<file path="config.mk">
export PLATFORM = sky130hd
export DESIGN_NAME = acs_top
export DESIGN_NICKNAME = d
export VERILOG_FILES = /design/src/hw/acs_pkg.sv /design/src/hw/acs_top.sv
export SDC_FILE = /design/constraint.sdc
export NUM_CORES = 1
export LEC_CHECK = 0
export BUFFER_PORTS_ARGS = -buffer_cell sky130_fd_sc_hd__clkbuf_2
export CAP_MARGIN = 20
export CORE_UTILIZATION = 54
export CTS_CLUSTER_SIZE = 24
export DETAILED_ROUTE_END_ITERATION = 12
export PLACE_DENSITY = 0.87
export SLEW_MARGIN = 20
export SYNTH_ARGS = -nofsm -noshare
export SYNTH_HDL_FRONTEND = slang
export SYNTH_SLANG_ARGS = --single-unit
</file>
<file path="constraint.sdc">
create_clock -name CLK_SYS -period 3.47 [get_ports CLK_SYS]
set_input_delay 0.1735 -clock CLK_SYS [delete_from_list [all_inputs] [get_ports CLK_SYS]]
set_output_delay 0.1735 -clock CLK_SYS [all_outputs]
set_load 0.02 [all_outputs]
</file>
<file path="src/hw/acs_pkg.sv">
// package: constants, register map and types of the calibration sequencer
package acs_pkg;

    // ****************************************
    // timing
    // ****************************************
    localparam int CLK_PERIOD_NS = 50;
    // notch rates are given at this reference master clock and scale with the clock
    localparam int REF_MCLK_HZ = 2457600;
    localparam int NOTCH0_HZ = 50;
    localparam int NOTCH1_HZ = 60;
    localparam int NOTCH2_HZ = 250;
    localparam int NOTCH3_HZ = 500;
    // one output period in master clocks, which are our clocks
    localparam int PERIOD0_CYC = REF_MCLK_HZ / NOTCH0_HZ;
    localparam int PERIOD1_CYC = REF_MCLK_HZ / NOTCH1_HZ;
    localparam int PERIOD2_CYC = REF_MCLK_HZ / NOTCH2_HZ;
    localparam int PERIOD3_CYC = REF_MCLK_HZ / NOTCH3_HZ;
    localparam int SCALE_DELAY_MCLK = 2000;
    localparam int SCALE_DELAY_NS = SCALE_DELAY_MCLK * CLK_PERIOD_NS;
    localparam int SCALE_DELAY_CYC = SCALE_DELAY_NS / CLK_PERIOD_NS;

    // ****************************************
    // calibration lengths in output periods
    // ****************************************
    localparam logic [3:0] SELF_MODE_PER = 4'h6;
    localparam logic [3:0] SELF_READY_PER = 4'h9;
    localparam logic [3:0] SYS_MODE_PER = 4'h3;
    localparam logic [3:0] SYS_READY_PER = 4'h4;
    localparam logic [3:0] SELF_ZERO_PER = 4'h3;

    // ****************************************
    // register map
    // ****************************************
    localparam int ADDR_W = 8;
    localparam logic [7:0] SETUP_OFS = 8'h00;
    localparam logic [7:0] RESULT_OFS = 8'h04;
    localparam logic [7:0] STATUS_OFS = 8'h08;
    localparam logic [7:0] MASK_OFS = 8'h0C;
    localparam logic [7:0] STATE_OFS = 8'h10;
    localparam int STAT_CAL_DONE = 0;
    localparam int STAT_RESULT = 1;
    localparam logic [6:0] SETUP_RST = 7'h00;
    localparam logic [1:0] MASK_RST = 2'h0;

    typedef enum logic [1:0] {
        OP_NORMAL = 2'h0,
        OP_SELF_CAL = 2'h1,
        OP_ZERO_SYS = 2'h2,
        OP_FULL_SYS = 2'h3
    } acs_op_e;

    typedef enum logic [2:0] {
        STEP_NONE = 3'h0,
        STEP_ZERO_INT = 3'h1,
        STEP_FULL_INT = 3'h2,
        STEP_ZERO_SYS = 3'h3,
        STEP_FULL_SYS = 3'h4
    } acs_step_e;

    typedef enum logic [1:0] {
        PH_CONVERT = 2'b00,
        PH_CAL = 2'b01,
        PH_SETTLE = 2'b11,
        PH_SCALE = 2'b10
    } acs_phase_e;

    // setup register, bits [6:0]: gain, buffer, rate select, op select
    typedef struct packed {
        logic [1:0] gain;
        logic buffered;
        logic rate_select_hi;
        logic rate_select_lo;
        logic op_select_hi;
        logic op_select_lo;
    } acs_cfg_s;

endpackage

</file>
<file path="src/hw/acs_top.sv">
// top: calibration and conversion sequencer with an AHB-Lite register slave
// Contract
// - result_ready_n falls when a calibration sequence has finished.
// - each calibration is followed by one normal conversion whose result is then in the result register.
// - a completed calibration returns the op select bits to 0,0.
// - op select clears before result_ready_n falls, and that clearing says nothing about new data.
// - start to result_ready_n covers calibration, one conversion and a 2000 clock scaling delay.
// - code 0,1 runs internal zero then full scale; op bits clear after 6 periods, ready after 9 plus delay.
// - code 1,0 runs a system zero scale; op bits clear after 3 periods, ready after 4 plus delay.
// - code 1,1 runs a system full scale; op bits clear after 3 periods, ready after 4 plus delay.
// - two rate select bits pick 50, 60, 250 or 500 Hz output rate, scaled with the clock.
// - the buffer bit at 0 selects unbuffered input and at 1 buffered input.
// - the result register is read-only, 16 bits, and holds the newest result.
// - a write to the result register completes and its data are discarded.
module acs_top
    import acs_pkg::*;
#(
    parameter int PERIOD0 = PERIOD0_CYC,
    parameter int PERIOD1 = PERIOD1_CYC,
    parameter int PERIOD2 = PERIOD2_CYC,
    parameter int PERIOD3 = PERIOD3_CYC
) (
    input wire logic CLK_SYS,
    input wire logic RST_N,
    input wire logic HSEL,
    input wire logic [31:0] HADDR,
    input wire logic [1:0] HTRANS,
    input wire logic HWRITE,
    input wire logic [2:0] HSIZE,
    input wire logic [31:0] HWDATA,
    input wire logic HREADY,
    output logic [31:0] HRDATA,
    output logic HREADYOUT,
    output logic HRESP,
    input wire logic [15:0] FILTER_DATA,
    output logic RESULT_READY_N,
    output logic IRQ,
    output logic BUF_ENABLE,
    output logic [1:0] GAIN_SELECT,
    output logic [2:0] CAL_STEP
);

    // ****************************************
    // state
    // ****************************************
    typedef struct packed {
        acs_phase_e phase;
        acs_cfg_s cfg;
        acs_step_e step;
        logic [15:0] period_cnt;
        logic [3:0] per_idx;
        logic [10:0] scale_cnt;
        logic [15:0] hold;
        logic [15:0] result;
        logic rdy_n;
        logic [1:0] status;
        logic [1:0] mask;
        logic irq;
        logic [31:0] hrdata;
        logic hready;
        logic wr_pend;
        logic [7:0] wr_addr;
    } acs_state_s;

    acs_state_s r;
    acs_state_s next_r;

    logic [15:0] period_len;
    logic [15:0] wr_len;
    logic tick;
    logic take;
    logic [7:0] addr;
    logic [3:0] mode_len;
    logic [3:0] ready_len;
    acs_op_e op_cur;
    acs_cfg_s wcfg;

    // output period from the rate select bits
    always_comb begin
        unique case ({r.cfg.rate_select_hi, r.cfg.rate_select_lo})
            2'h0: period_len = 16'(PERIOD0);
            2'h1: period_len = 16'(PERIOD1);
            2'h2: period_len = 16'(PERIOD2);
            2'h3: period_len = 16'(PERIOD3);
        endcase
    end

    // period of the rate being written, so the first period after a rate change has its new length
    always_comb begin
        unique case ({wcfg.rate_select_hi, wcfg.rate_select_lo})
            2'h0: wr_len = 16'(PERIOD0);
            2'h1: wr_len = 16'(PERIOD1);
            2'h2: wr_len = 16'(PERIOD2);
            2'h3: wr_len = 16'(PERIOD3);
        endcase
    end

    assign tick = (r.period_cnt == 16'h0000);
    assign take = HSEL & HTRANS[1] & HREADY;
    assign addr = HADDR[ADDR_W-1:0];
    assign op_cur = acs_op_e'({r.cfg.op_select_hi, r.cfg.op_select_lo});
    assign mode_len = (op_cur == OP_SELF_CAL) ? SELF_MODE_PER : SYS_MODE_PER;
    assign ready_len = (op_cur == OP_SELF_CAL) ? SELF_READY_PER : SYS_READY_PER;
    assign wcfg = acs_cfg_s'(HWDATA[6:0]);

    // ****************************************
    // next state
    // ****************************************
    always_comb begin
        next_r = r;
        next_r.period_cnt = tick ? period_len - 16'h0001 : r.period_cnt - 16'h0001;

        // bus address phase: reads answer in the data phase, writes take one wait
        if (take && !HWRITE) begin
            unique case (addr)
                SETUP_OFS: next_r.hrdata = {25'h0000000, r.cfg};
                RESULT_OFS: begin
                    next_r.hrdata = {16'h0000, r.result};
                    next_r.rdy_n = 1'b1;
                end
                STATUS_OFS: begin
                    next_r.hrdata = {30'h00000000, r.status};
                    next_r.status = 2'h0;
                end
                MASK_OFS: next_r.hrdata = {30'h00000000, r.mask};
                STATE_OFS: next_r.hrdata = {29'h00000000, r.phase, r.rdy_n};
                default: next_r.hrdata = 32'h00000000;
            endcase
        end
        next_r.hready = 1'b1;
        next_r.wr_pend = 1'b0;
        if (take && HWRITE) begin
            next_r.hready = 1'b0;
            next_r.wr_pend = 1'b1;
            next_r.wr_addr = addr;
        end

        // sequencer
        unique case (r.phase)
            PH_CONVERT: begin
                if (tick) begin
                    next_r.result = FILTER_DATA;
                    next_r.rdy_n = 1'b0;
                    next_r.status[STAT_RESULT] = 1'b1;
                end
            end
            PH_CAL: begin
                next_r.rdy_n = 1'b1;
                if (tick) begin
                    next_r.per_idx = r.per_idx + 4'h1;
                    if (op_cur == OP_SELF_CAL && r.per_idx + 4'h1 == SELF_ZERO_PER) begin
                        next_r.step = STEP_FULL_INT;
                    end
                    if (r.per_idx + 4'h1 == mode_len) begin
                        next_r.cfg.op_select_hi = 1'b0;
                        next_r.cfg.op_select_lo = 1'b0;
                        next_r.status[STAT_CAL_DONE] = 1'b1;
                        next_r.step = STEP_NONE;
                        next_r.phase = PH_SETTLE;
                        next_r.scale_cnt = {7'h00, ready_len};
                    end
                end
            end
            PH_SETTLE: begin
                // scale_cnt holds the ready length of the code that was cleared
                next_r.rdy_n = 1'b1;
                if (tick) begin
                    next_r.per_idx = r.per_idx + 4'h1;
                    if (r.per_idx + 4'h1 == r.scale_cnt[3:0]) begin
                        next_r.hold = FILTER_DATA;
                        next_r.scale_cnt = 11'(SCALE_DELAY_CYC - 1);
                        next_r.phase = PH_SCALE;
                    end
                end
            end
            PH_SCALE: begin
                next_r.rdy_n = 1'b1;
                next_r.scale_cnt = r.scale_cnt - 11'h001;
                if (r.scale_cnt == 11'h000) begin
                    next_r.result = r.hold;
                    next_r.rdy_n = 1'b0;
                    next_r.status[STAT_RESULT] = 1'b1;
                    next_r.phase = PH_CONVERT;
                    next_r.period_cnt = period_len - 16'h0001;
                end
            end
        endcase

        // write data phase
        if (r.wr_pend) begin
            unique case (r.wr_addr)
                SETUP_OFS: begin
                    // setup is frozen while a sequence runs
                    if (r.phase == PH_CONVERT) begin
                        next_r.cfg = wcfg;
                        next_r.period_cnt = wr_len - 16'h0001;
                        if ({wcfg.op_select_hi, wcfg.op_select_lo} != OP_NORMAL) begin
                            next_r.phase = PH_CAL;
                            next_r.per_idx = 4'h0;
                            next_r.rdy_n = 1'b1;
                            unique case ({wcfg.op_select_hi, wcfg.op_select_lo})
                                OP_SELF_CAL: next_r.step = STEP_ZERO_INT;
                                OP_ZERO_SYS: next_r.step = STEP_ZERO_SYS;
                                default: next_r.step = STEP_FULL_SYS;
                            endcase
                        end
                    end
                end
                MASK_OFS: next_r.mask = HWDATA[1:0];
                default: ;
            endcase
        end

        next_r.irq = |(next_r.status & next_r.mask);
    end

    // ****************************************
    // registers
    // ****************************************
    always_ff @(posedge CLK_SYS or negedge RST_N) begin
        if (!RST_N) begin
            r <= '0;
            r.phase <= PH_CONVERT;
            r.cfg <= acs_cfg_s'(SETUP_RST);
            r.step <= STEP_NONE;
            r.period_cnt <= 16'(PERIOD0 - 1);
            r.rdy_n <= 1'b1;
            r.mask <= MASK_RST;
            r.hready <= 1'b1;
        end else begin
            r <= next_r;
        end
    end

    assign HRDATA = r.hrdata;
    assign HREADYOUT = r.hready;
    assign HRESP = 1'b0;
    assign RESULT_READY_N = r.rdy_n;
    assign IRQ = r.irq;
    assign BUF_ENABLE = r.cfg.buffered;
    assign GAIN_SELECT = r.cfg.gain;
    assign CAL_STEP = r.step;

endmodule

</file>
==> results of run 1 <==
-- area by class of cell --
class / count / area share
Sequential cell: 107 / 0.449
Multi-Input combinational cell: 398 / 0.409
Timing Repair Buffer: 76 / 0.0722
Tap cell: 133 / 0.0277
Clock buffer: 9 / 0.0206
Clock inverter: 7 / 0.0160
Inverter: 10 / 0.00624
-- stage by stage --
| step | hold slack, ns | area [um2] |
|---|---|---|
| floorplan | -0.122 | 5560 |
| global placement | 0.372 | 5750 |
| detailed placement | 0.379 | 5750 |
| CTS | 0.00376 | 6000 |
| global route | 0.00120 | 6010 |
| finish | 0.00815 | 6010 |
-- routing by layer --
metal	wire, um	share of wire	track usage
met1	5190	0.42	0.321
met2	5990	0.49	0.393
met5	0	0	0
met4	291	0.024	0.0997
met3	753	0.062	0.0529
-- kinds of logic after synthesis --
| family | count (synthesis) |
|---|---|
| and+or+nand+nor | 200 |
| AOI/OAI and AO/OA | 126 |
| DFF | 107 |
| buffers and inverters | 70 |
| muxes | 28 |
| xor gates and xnor gates | 21 |
| adders and majority gates | 6 |
| other | 1 |
-- worst paths after layout --
kind | depth (start not counted) | slack (ns) | to
max | 7 | 0.54 | r[85]
min | 3 | 0.008 | r[5]
max reg2reg | 7 | 0.54 | r[85]
min reg2reg | 2 | 0.50 | r[1]
max in group asynchronous | 3 | 2.31 | r[63]
min in group asynchronous | 2 | 0.42 | r[93]
-- timing repair --
action,4_1_cts,5_1_grt
hold endpoints to repair,3,71
endpoints found under the setup margin,0,0
hold buffers,3,1
-- where the power goes --
| group | internal (uW) | switching, uW |
|---|---|---|
| logic | 162 | 219 |
| registers | 1400 | 116 |
| clock network | 301 | 494 |
-- synthesized netlist by cell type (all sizes together) (6+ instances only) --
master  count
clkbuf     19
dfstp      17
ha          6
nand3       9
o21ai      50
o22ai       6
nor3       13
xnor2       7
a22o       12
mux2       20
xor2       13
nor4        6
mux2i       8
a21oi      11
a22oi      18
buf        41
dfrtp      90
inv         9
nor2       36
nand2      90
-- placed cells by master, fill, tap and decap left out, types with 3 or more instances in the layout --
| cell type | count |
|---|---|
| a21oi_1 | 10 |
| mux2_2 | 20 |
| mux2i_1 | 8 |
| xnor2_1 | 7 |
| clkbuf_8 | 9 |
| conb_1 | 17 |
| o22ai_1 | 6 |
| clkinv_8 | 3 |
| clkbuf_2 | 60 |
| nor3b_1 | 5 |
| inv_1 | 9 |
| nor2_1 | 36 |
| nand2b_1 | 5 |
| nand2_1 | 90 |
| nand3_1 | 9 |
| a22o_1 | 12 |
| nand4_1 | 5 |
| o21ai_0 | 50 |
| a21o_1 | 5 |
| a22oi_1 | 18 |
| a21boi_0 | 3 |
| buf_4 | 11 |
| or2_2 | 3 |
| nor2b_1 | 3 |
| nor3_1 | 13 |
| or4_1 | 5 |
| dlygate4sd3_1 | 4 |
| nand4b_1 | 3 |
| dfrtp_1 | 90 |
| nor4_1 | 4 |
| xor2_1 | 13 |
| ha_1 | 6 |
| dfstp_2 | 17 |
| or3_1 | 4 |
-- sequential cells by signal, indices dropped and copies added, names as in the netlist --
signal and flops:
r 80, HRDATA 16, CAL_STEP 3, GAIN_SELECT 2
op_cur 2, BUF_ENABLE 1, HREADYOUT 1, IRQ 1
RESULT_READY_N 1
-- critical path, stage by stage, from the launching register on --
cell       delay (ns)
dfrtp_1          0.45
inv_1            0.10
ha_1             0.36
or4_1            0.60
a2111oi_4        0.46
a21oi_2          0.21
or4_1            0.53
a21boi_1         0.15
==> impl_metrics.json, run 1 <==
{
  "drt-wirelength-per-cell_um": 16.5,
  "track_usage": 0.244,
  "clk_latency_ns": 0.39,
  "setup_viol": 0,
  "grt_pass1_vias": 4195,
  "fill_cells": 823,
  "dieHeight_um": 103,
  "synth_area_um2": 5500,
  "rows": 36,
  "htree_levels": 3,
  "grt_overflow_total": 0,
  "vias_per_cell": 5.85,
  "crit_start": "r[91]",
  "yosys.cell_types.count": 63,
  "yosysTopAreaCellShare": 0.410,
  "drc": 0,
  "timing_hold_violations_final": 0,
  "pin_count": 132,
  "port_buffers": 61,
  "die_area_um2": 10600,
  "cts-root-buf": "clkbuf_8",
  "run_status": "complete, no violations",
  "core_area_um2": 9820,
  "power_density_nw_per_um2": 447,
  "synth-compound-area-share": 0.152,
  "maxSlewViolCount": 0,
  "crit_required_ns": 3.78,
  "ys_seq_elements": 107,
  "clkSlewWorstSetupHoldPaths_ns": 0.11,
  "synth_ff_type": "dfrtp_1",
  "synth_mux_area_frac": 0.0555,
  "synthSimpleGateAreaFrac": 0.177,
  "syn2layout_area_growth_pct": 9.42,
  "synthArstFlopShare": 1.00,
  "finalPower_uw": 2690,
  "multi_input_area_um2": 2460,
  "ys.warnings.count": 0,
  "diodes": 0,
  "ctsResizeCount": 0,
  "min_from": "HADDR[5]",
  "regArea_um2": 2700,
  "fmax_ghz": 0.341,
  "grt_max_degree": 90,
  "synth-edff-count": 0,
  "drt_wl_total_um": 12200,
  "antenna_found_initial": 0,
  "post-cts-setup-buffers": 0,
  "synth.area.top_cells": "dfrtp_1, dfstp_2, nand2_1, buf_4, o21ai_0",
  "pre_cts_slack_ns": 0.551,
  "synth_fa_ha_area_frac": 0.0137,
  "gp_congestion": 0.867,
  "dp_hpwl_um": 8660,
  "ir_worst_vdd_v": 0.000286,
  "syn_area_per_cell_um2": 9.83,
  "path_class": "flip-flop to flip-flop",
  "cts_made_buffers": 9,
  "r2r-start": "r[91]",
  "setup_ws_ns": 0.536,
  "fin_cells": 740,
  "dp_cells": 720,
  "endpoint_kind": "flip-flop",
  "die_w_um": 103,
  "leakage_uw": 0.00278,
  "grt_pass1_wl_um": 19700,
  "postSynthCellCount": 559,
  "clock_skew_ns": 0.0151,
  "postRouteAntennaNets": 0,
  "drive_gt1_frac": 0.224,
  "period_minus_slack_ns": 2.93,
  "synth-xor-area-share": 0.0360,
  "startpoint_type": "flip-flop",
  "clkSinkCount": 107,
  "slew_headroom": 0.484,
  "worstPathMaxFanout": 15,
  "tns_ns": 0,
  "cap_violations": 0,
  "nets": 698,
  "worst_pin_slew_ns": 0.774,
  "synth_top_family_by_area": "simple AND/OR/NAND/NOR gates",
  "cts_tree": "built",
  "grt_setup_unrepaired": "no",
  "ys_seq_area_frac": 0.491,
  "final_util": 0.613,
  "synth_area_leader_cell": "dfrtp_1",
  "first_pass_iters": 5,
  "max-clock-path-buffers": 2,
  "start_util": 0.560,
  "final.period_utilization": 0.845,
  "arrival_ns": 3.24,
  "hp-class": "primary input to flip-flop",
  "vias": 4332,
  "drt_iter0_drc": 306
}
(Power assumes the default switching activity.)
==> run 2, diff against run 1 <==
--- a/config.mk
+++ b/config.mk
@@ -5,12 +5,13 @@
 export SDC_FILE = /design/constraint.sdc
 export NUM_CORES = 1
 export LEC_CHECK = 0
+export ABC_AREA = 1
 export BUFFER_PORTS_ARGS = -buffer_cell sky130_fd_sc_hd__clkbuf_2
 export CAP_MARGIN = 20
-export CORE_UTILIZATION = 54
+export CORE_UTILIZATION = 50
 export CTS_CLUSTER_SIZE = 24
 export DETAILED_ROUTE_END_ITERATION = 12
-export PLACE_DENSITY = 0.87
+export PLACE_DENSITY = 0.84
 export SLEW_MARGIN = 20
 export SYNTH_ARGS = -nofsm -noshare
 export SYNTH_HDL_FRONTEND = slang
==> constraint.sdc (replaced) <==
create_clock -name CLK_SYS -period 2.65 [get_ports CLK_SYS]
set_input_delay 0.1325 -clock CLK_SYS [delete_from_list [all_inputs] [get_ports CLK_SYS]]
set_output_delay 0.1325 -clock CLK_SYS [all_outputs]
set_load 0.02 [all_outputs]
==> impl_metrics.json, run 2 <==
{
  "run_status": "finished, violations left",
  "violations": "design-rule violations",
  "cap_violations": 0,
  "drt_wl_total_um": 13100,
  "synthSimpleGateAreaFrac": 0.282,
  "dp_hpwl_um": 9530,
  "syn2layout_area_growth_pct": 9.32,
  "nets": 932,
  "synth-compound-area-share": 0.111,
  "grt_max_degree": 67,
  "path_class": "flip-flop to flip-flop",
  "antenna_found_initial": 0,
  "leakage_uw": 0.00350,
  "diodes": 0,
  "core_area_um2": 11600,
  "vias": 5171,
  "clk_latency_ns": 0.35,
  "synth-edff-count": 0,
  "sw_frac_of_total": 0.283,
  "synth.area.top_cells": "dfrtp_1, nand2_1, dfstp_2, inv_1, buf_4",
  "postRouteAntennaNets": 0,
  "max-clock-path-buffers": 2,
  "cts_tree": "built",
  "hp-class": "primary input to flip-flop",
  "cpPeakStageDelay_ns": 0.42,
  "worstPathMaxFanout": 19,
  "rows": 39,
  "clock_skew_ns": 0.00607,
  "gp_congestion": 0.939,
  "path_buf_inv": 2,
  "crit_start": "r[80]",
  "yosys.cell_types.count": 39,
  "cp-endpoint": "r[54]",
  "synth_top_family_by_area": "simple AND/OR/NAND/NOR gates",
  "r2r-start": "r[80]",
  "grt_pass1_vias": 4666,
  "slew_headroom": 0.616,
  "arrival_ns": 2.46,
  "crit_required_ns": 2.92,
  "fmax_ghz": 0.456,
  "r2r_end": "r[54]",
  "period_minus_slack_ns": 2.19,
  "synth_fa_ha_area_frac": 0.0125,
  "ctsHoldBuffers": 3,
  "synth_ff_type": "dfrtp_1",
  "setup_viol": 0,
  "seqPwrFrac": 0.491,
  "endpoint_kind": "flip-flop",
  "track_usage": 0.221,
  "ys_seq_area_frac": 0.448,
  "dp_cells": 965,
  "drive_gt1_frac": 0.155,
  "synth_top_cells_by_count": "nand2_1, inv_1, dfrtp_1",
  "clkSlewWorstSetupHoldPaths_ns": 0.07,
  "timing_hold_violations_final": 0,
  "p_switching_uw": 1100,
  "worst_pin_slew_ns": 0.570,
  "finalPower_uw": 3900,
  "synth.most_common_cell": "nand2_1",
  "ys_seq_elements": 107,
  "yosysTopAreaCellShare": 0.374,
  "top_register": "r",
  "cts-root-buf": "clkbuf_16",
  "dieHeight_um": 112,
  "clkSinkCount": 107,
  "ir_worst_vdd_v": 0.000305,
  "drt_iter0_drc": 411,
  "die_w_um": 112,
  "drc": 9,
  "post-cts-setup-buffers": 0,
  "synthArstFlopShare": 1.00,
  "final_common_cell": "nand2_1",
  "grt_setup_unrepaired": "no",
  "grt_pass1_wl_um": 22100,
  "synth_area_um2": 6030,
  "ys.warnings.count": 0,
  "postSynthCellCount": 794,
  "cts_made_buffers": 9,
  "drt-wirelength-per-cell_um": 13.3,
  "port_buffers": 61,
  "ctsResizeCount": 0,
  "tns_ns": 0,
  "rr_worst_depth": 10,
  "pin_count": 132,
  "p_int_uw": 2800,
  "syn_area_per_cell_um2": 7.59,
  "htree_levels": 3,
  "p_clk_frac": 0.356,
  "synth-xor-area-share": 0.0174,
  "grt_overflow_total": 0,
  "power_frac_comb": 0.152,
  "synth_area_leader_cell": "dfrtp_1",
  "ff2ff_setup_slack_ns": 0.46,
  "die_area_um2": 12500,
  "largest_reg_flops": 80,
  "first_pass_iters": 10,
  "maxSlewViolCount": 0,
  "cp_num_cells": 10,
  "layout_common_cells": "nand2_1, inv_1, dfrtp_1",
  "path_delay_family": "compound AO/OA/AOI/OAI gates",
  "fin_cells": 984,
  "synth_mux_area_frac": 0,
  "crit_path_top_delay_cell": "dfrtp_1",
  "path_cells": "inv_1, ha_1, nand3_1, nor2_4, nand4_4, nand2_4, inv_2, a21oi_4, o21ai_0, o21ai_0",
  "power_density_nw_per_um2": 592,
  "vias_per_cell": 5.26,
  "crit_top_cell": "o21ai_0",
  "start_util": 0.521,
  "worst_hold_slack_ns": 0.00383,
  "startpoint_type": "flip-flop",
  "final.period_utilization": 0.828
}
[run 2: cell count changes after synthesis, sizes merged, moves of 15 or more]
cell / previous run / this run
a21oi: 11 / 29
a22oi: 18 / 0
clkbuf: 19 / 4
inv: 9 / 101
mux2: 20 / 0
nand2: 90 / 241
nand3: 9 / 51
nor2: 36 / 70
[run 2: cells by family after synthesis]
group / after synthesis
AO/OA/AOI/OAI: 117
XOR/XNOR: 12
adder cells (fa/ha/maj): 6
buffers and inverters: 158
flip-flops: 107
other: 1
AND/OR/NAND/NOR: 393
[run 2: worst min-delay path, stage by stage]
cell and delay [ns]:
clkbuf_2 0.09, nand2_1 0.05, nand2_1 0.05
[run 2: final cells by class]
class,count,area [um2]
repair buffers,70,395
multi-input cells,545,2620
fillers,1023,4970
flip-flops and latches,107,2700
well taps,143,179
inverters,103,389
clock buffers,10,239
clock inverters,6,71.3
[run 2: worst min-delay path by stage]
stage                     startpoint    endpoint  slack (ns)  depth (start not counted)
after floorplan                RST_N  BUF_ENABLE       -0.16                          0
after CTS                   HADDR[7]        r[7]        0.01                          3
final                       HADDR[7]        r[7]       0.004                          3
after detailed placement       RST_N       r[71]        0.15                          1
after global placement         RST_N       r[71]        0.15                          1
after global routing        HADDR[7]        r[7]        0.01                          3
[run 2: layer usage]
layer,track usage,up-vias,part of all wire
li1,-,2575,-
met1,0.295,2380,0.45
met2,0.364,199,0.47
met4,0.0964,0,0.019
met3,0.0272,17,0.059
met5,0,-,0
[run 2: power groups by stage]
stage | sequential [uW] | clock, uW | combinational (uW)
2_1_floorplan | 1920 | 0 | 456
3_3_place_gp | 1940 | 0 | 564
3_5_place_dp | 1940 | 0 | 581
6_report | 1920 | 1390 | 595
5_1_grt | 1930 | 1470 | 676
4_1_cts | 1910 | 1410 | 594
[run 2: metrics by stage]
stage / util / setup WS, ns / instance area [um2]
2_1_floorplan: - / 0.843 / 6090
3_3_place_gp: 0.541 / 0.520 / 6250
3_5_place_dp: 0.541 / 0.499 / 6250
4_1_cts: 0.570 / 0.466 / 6590
5_1_grt: 0.570 / 0.293 / 6590
6_report: 0.570 / 0.457 / 6590
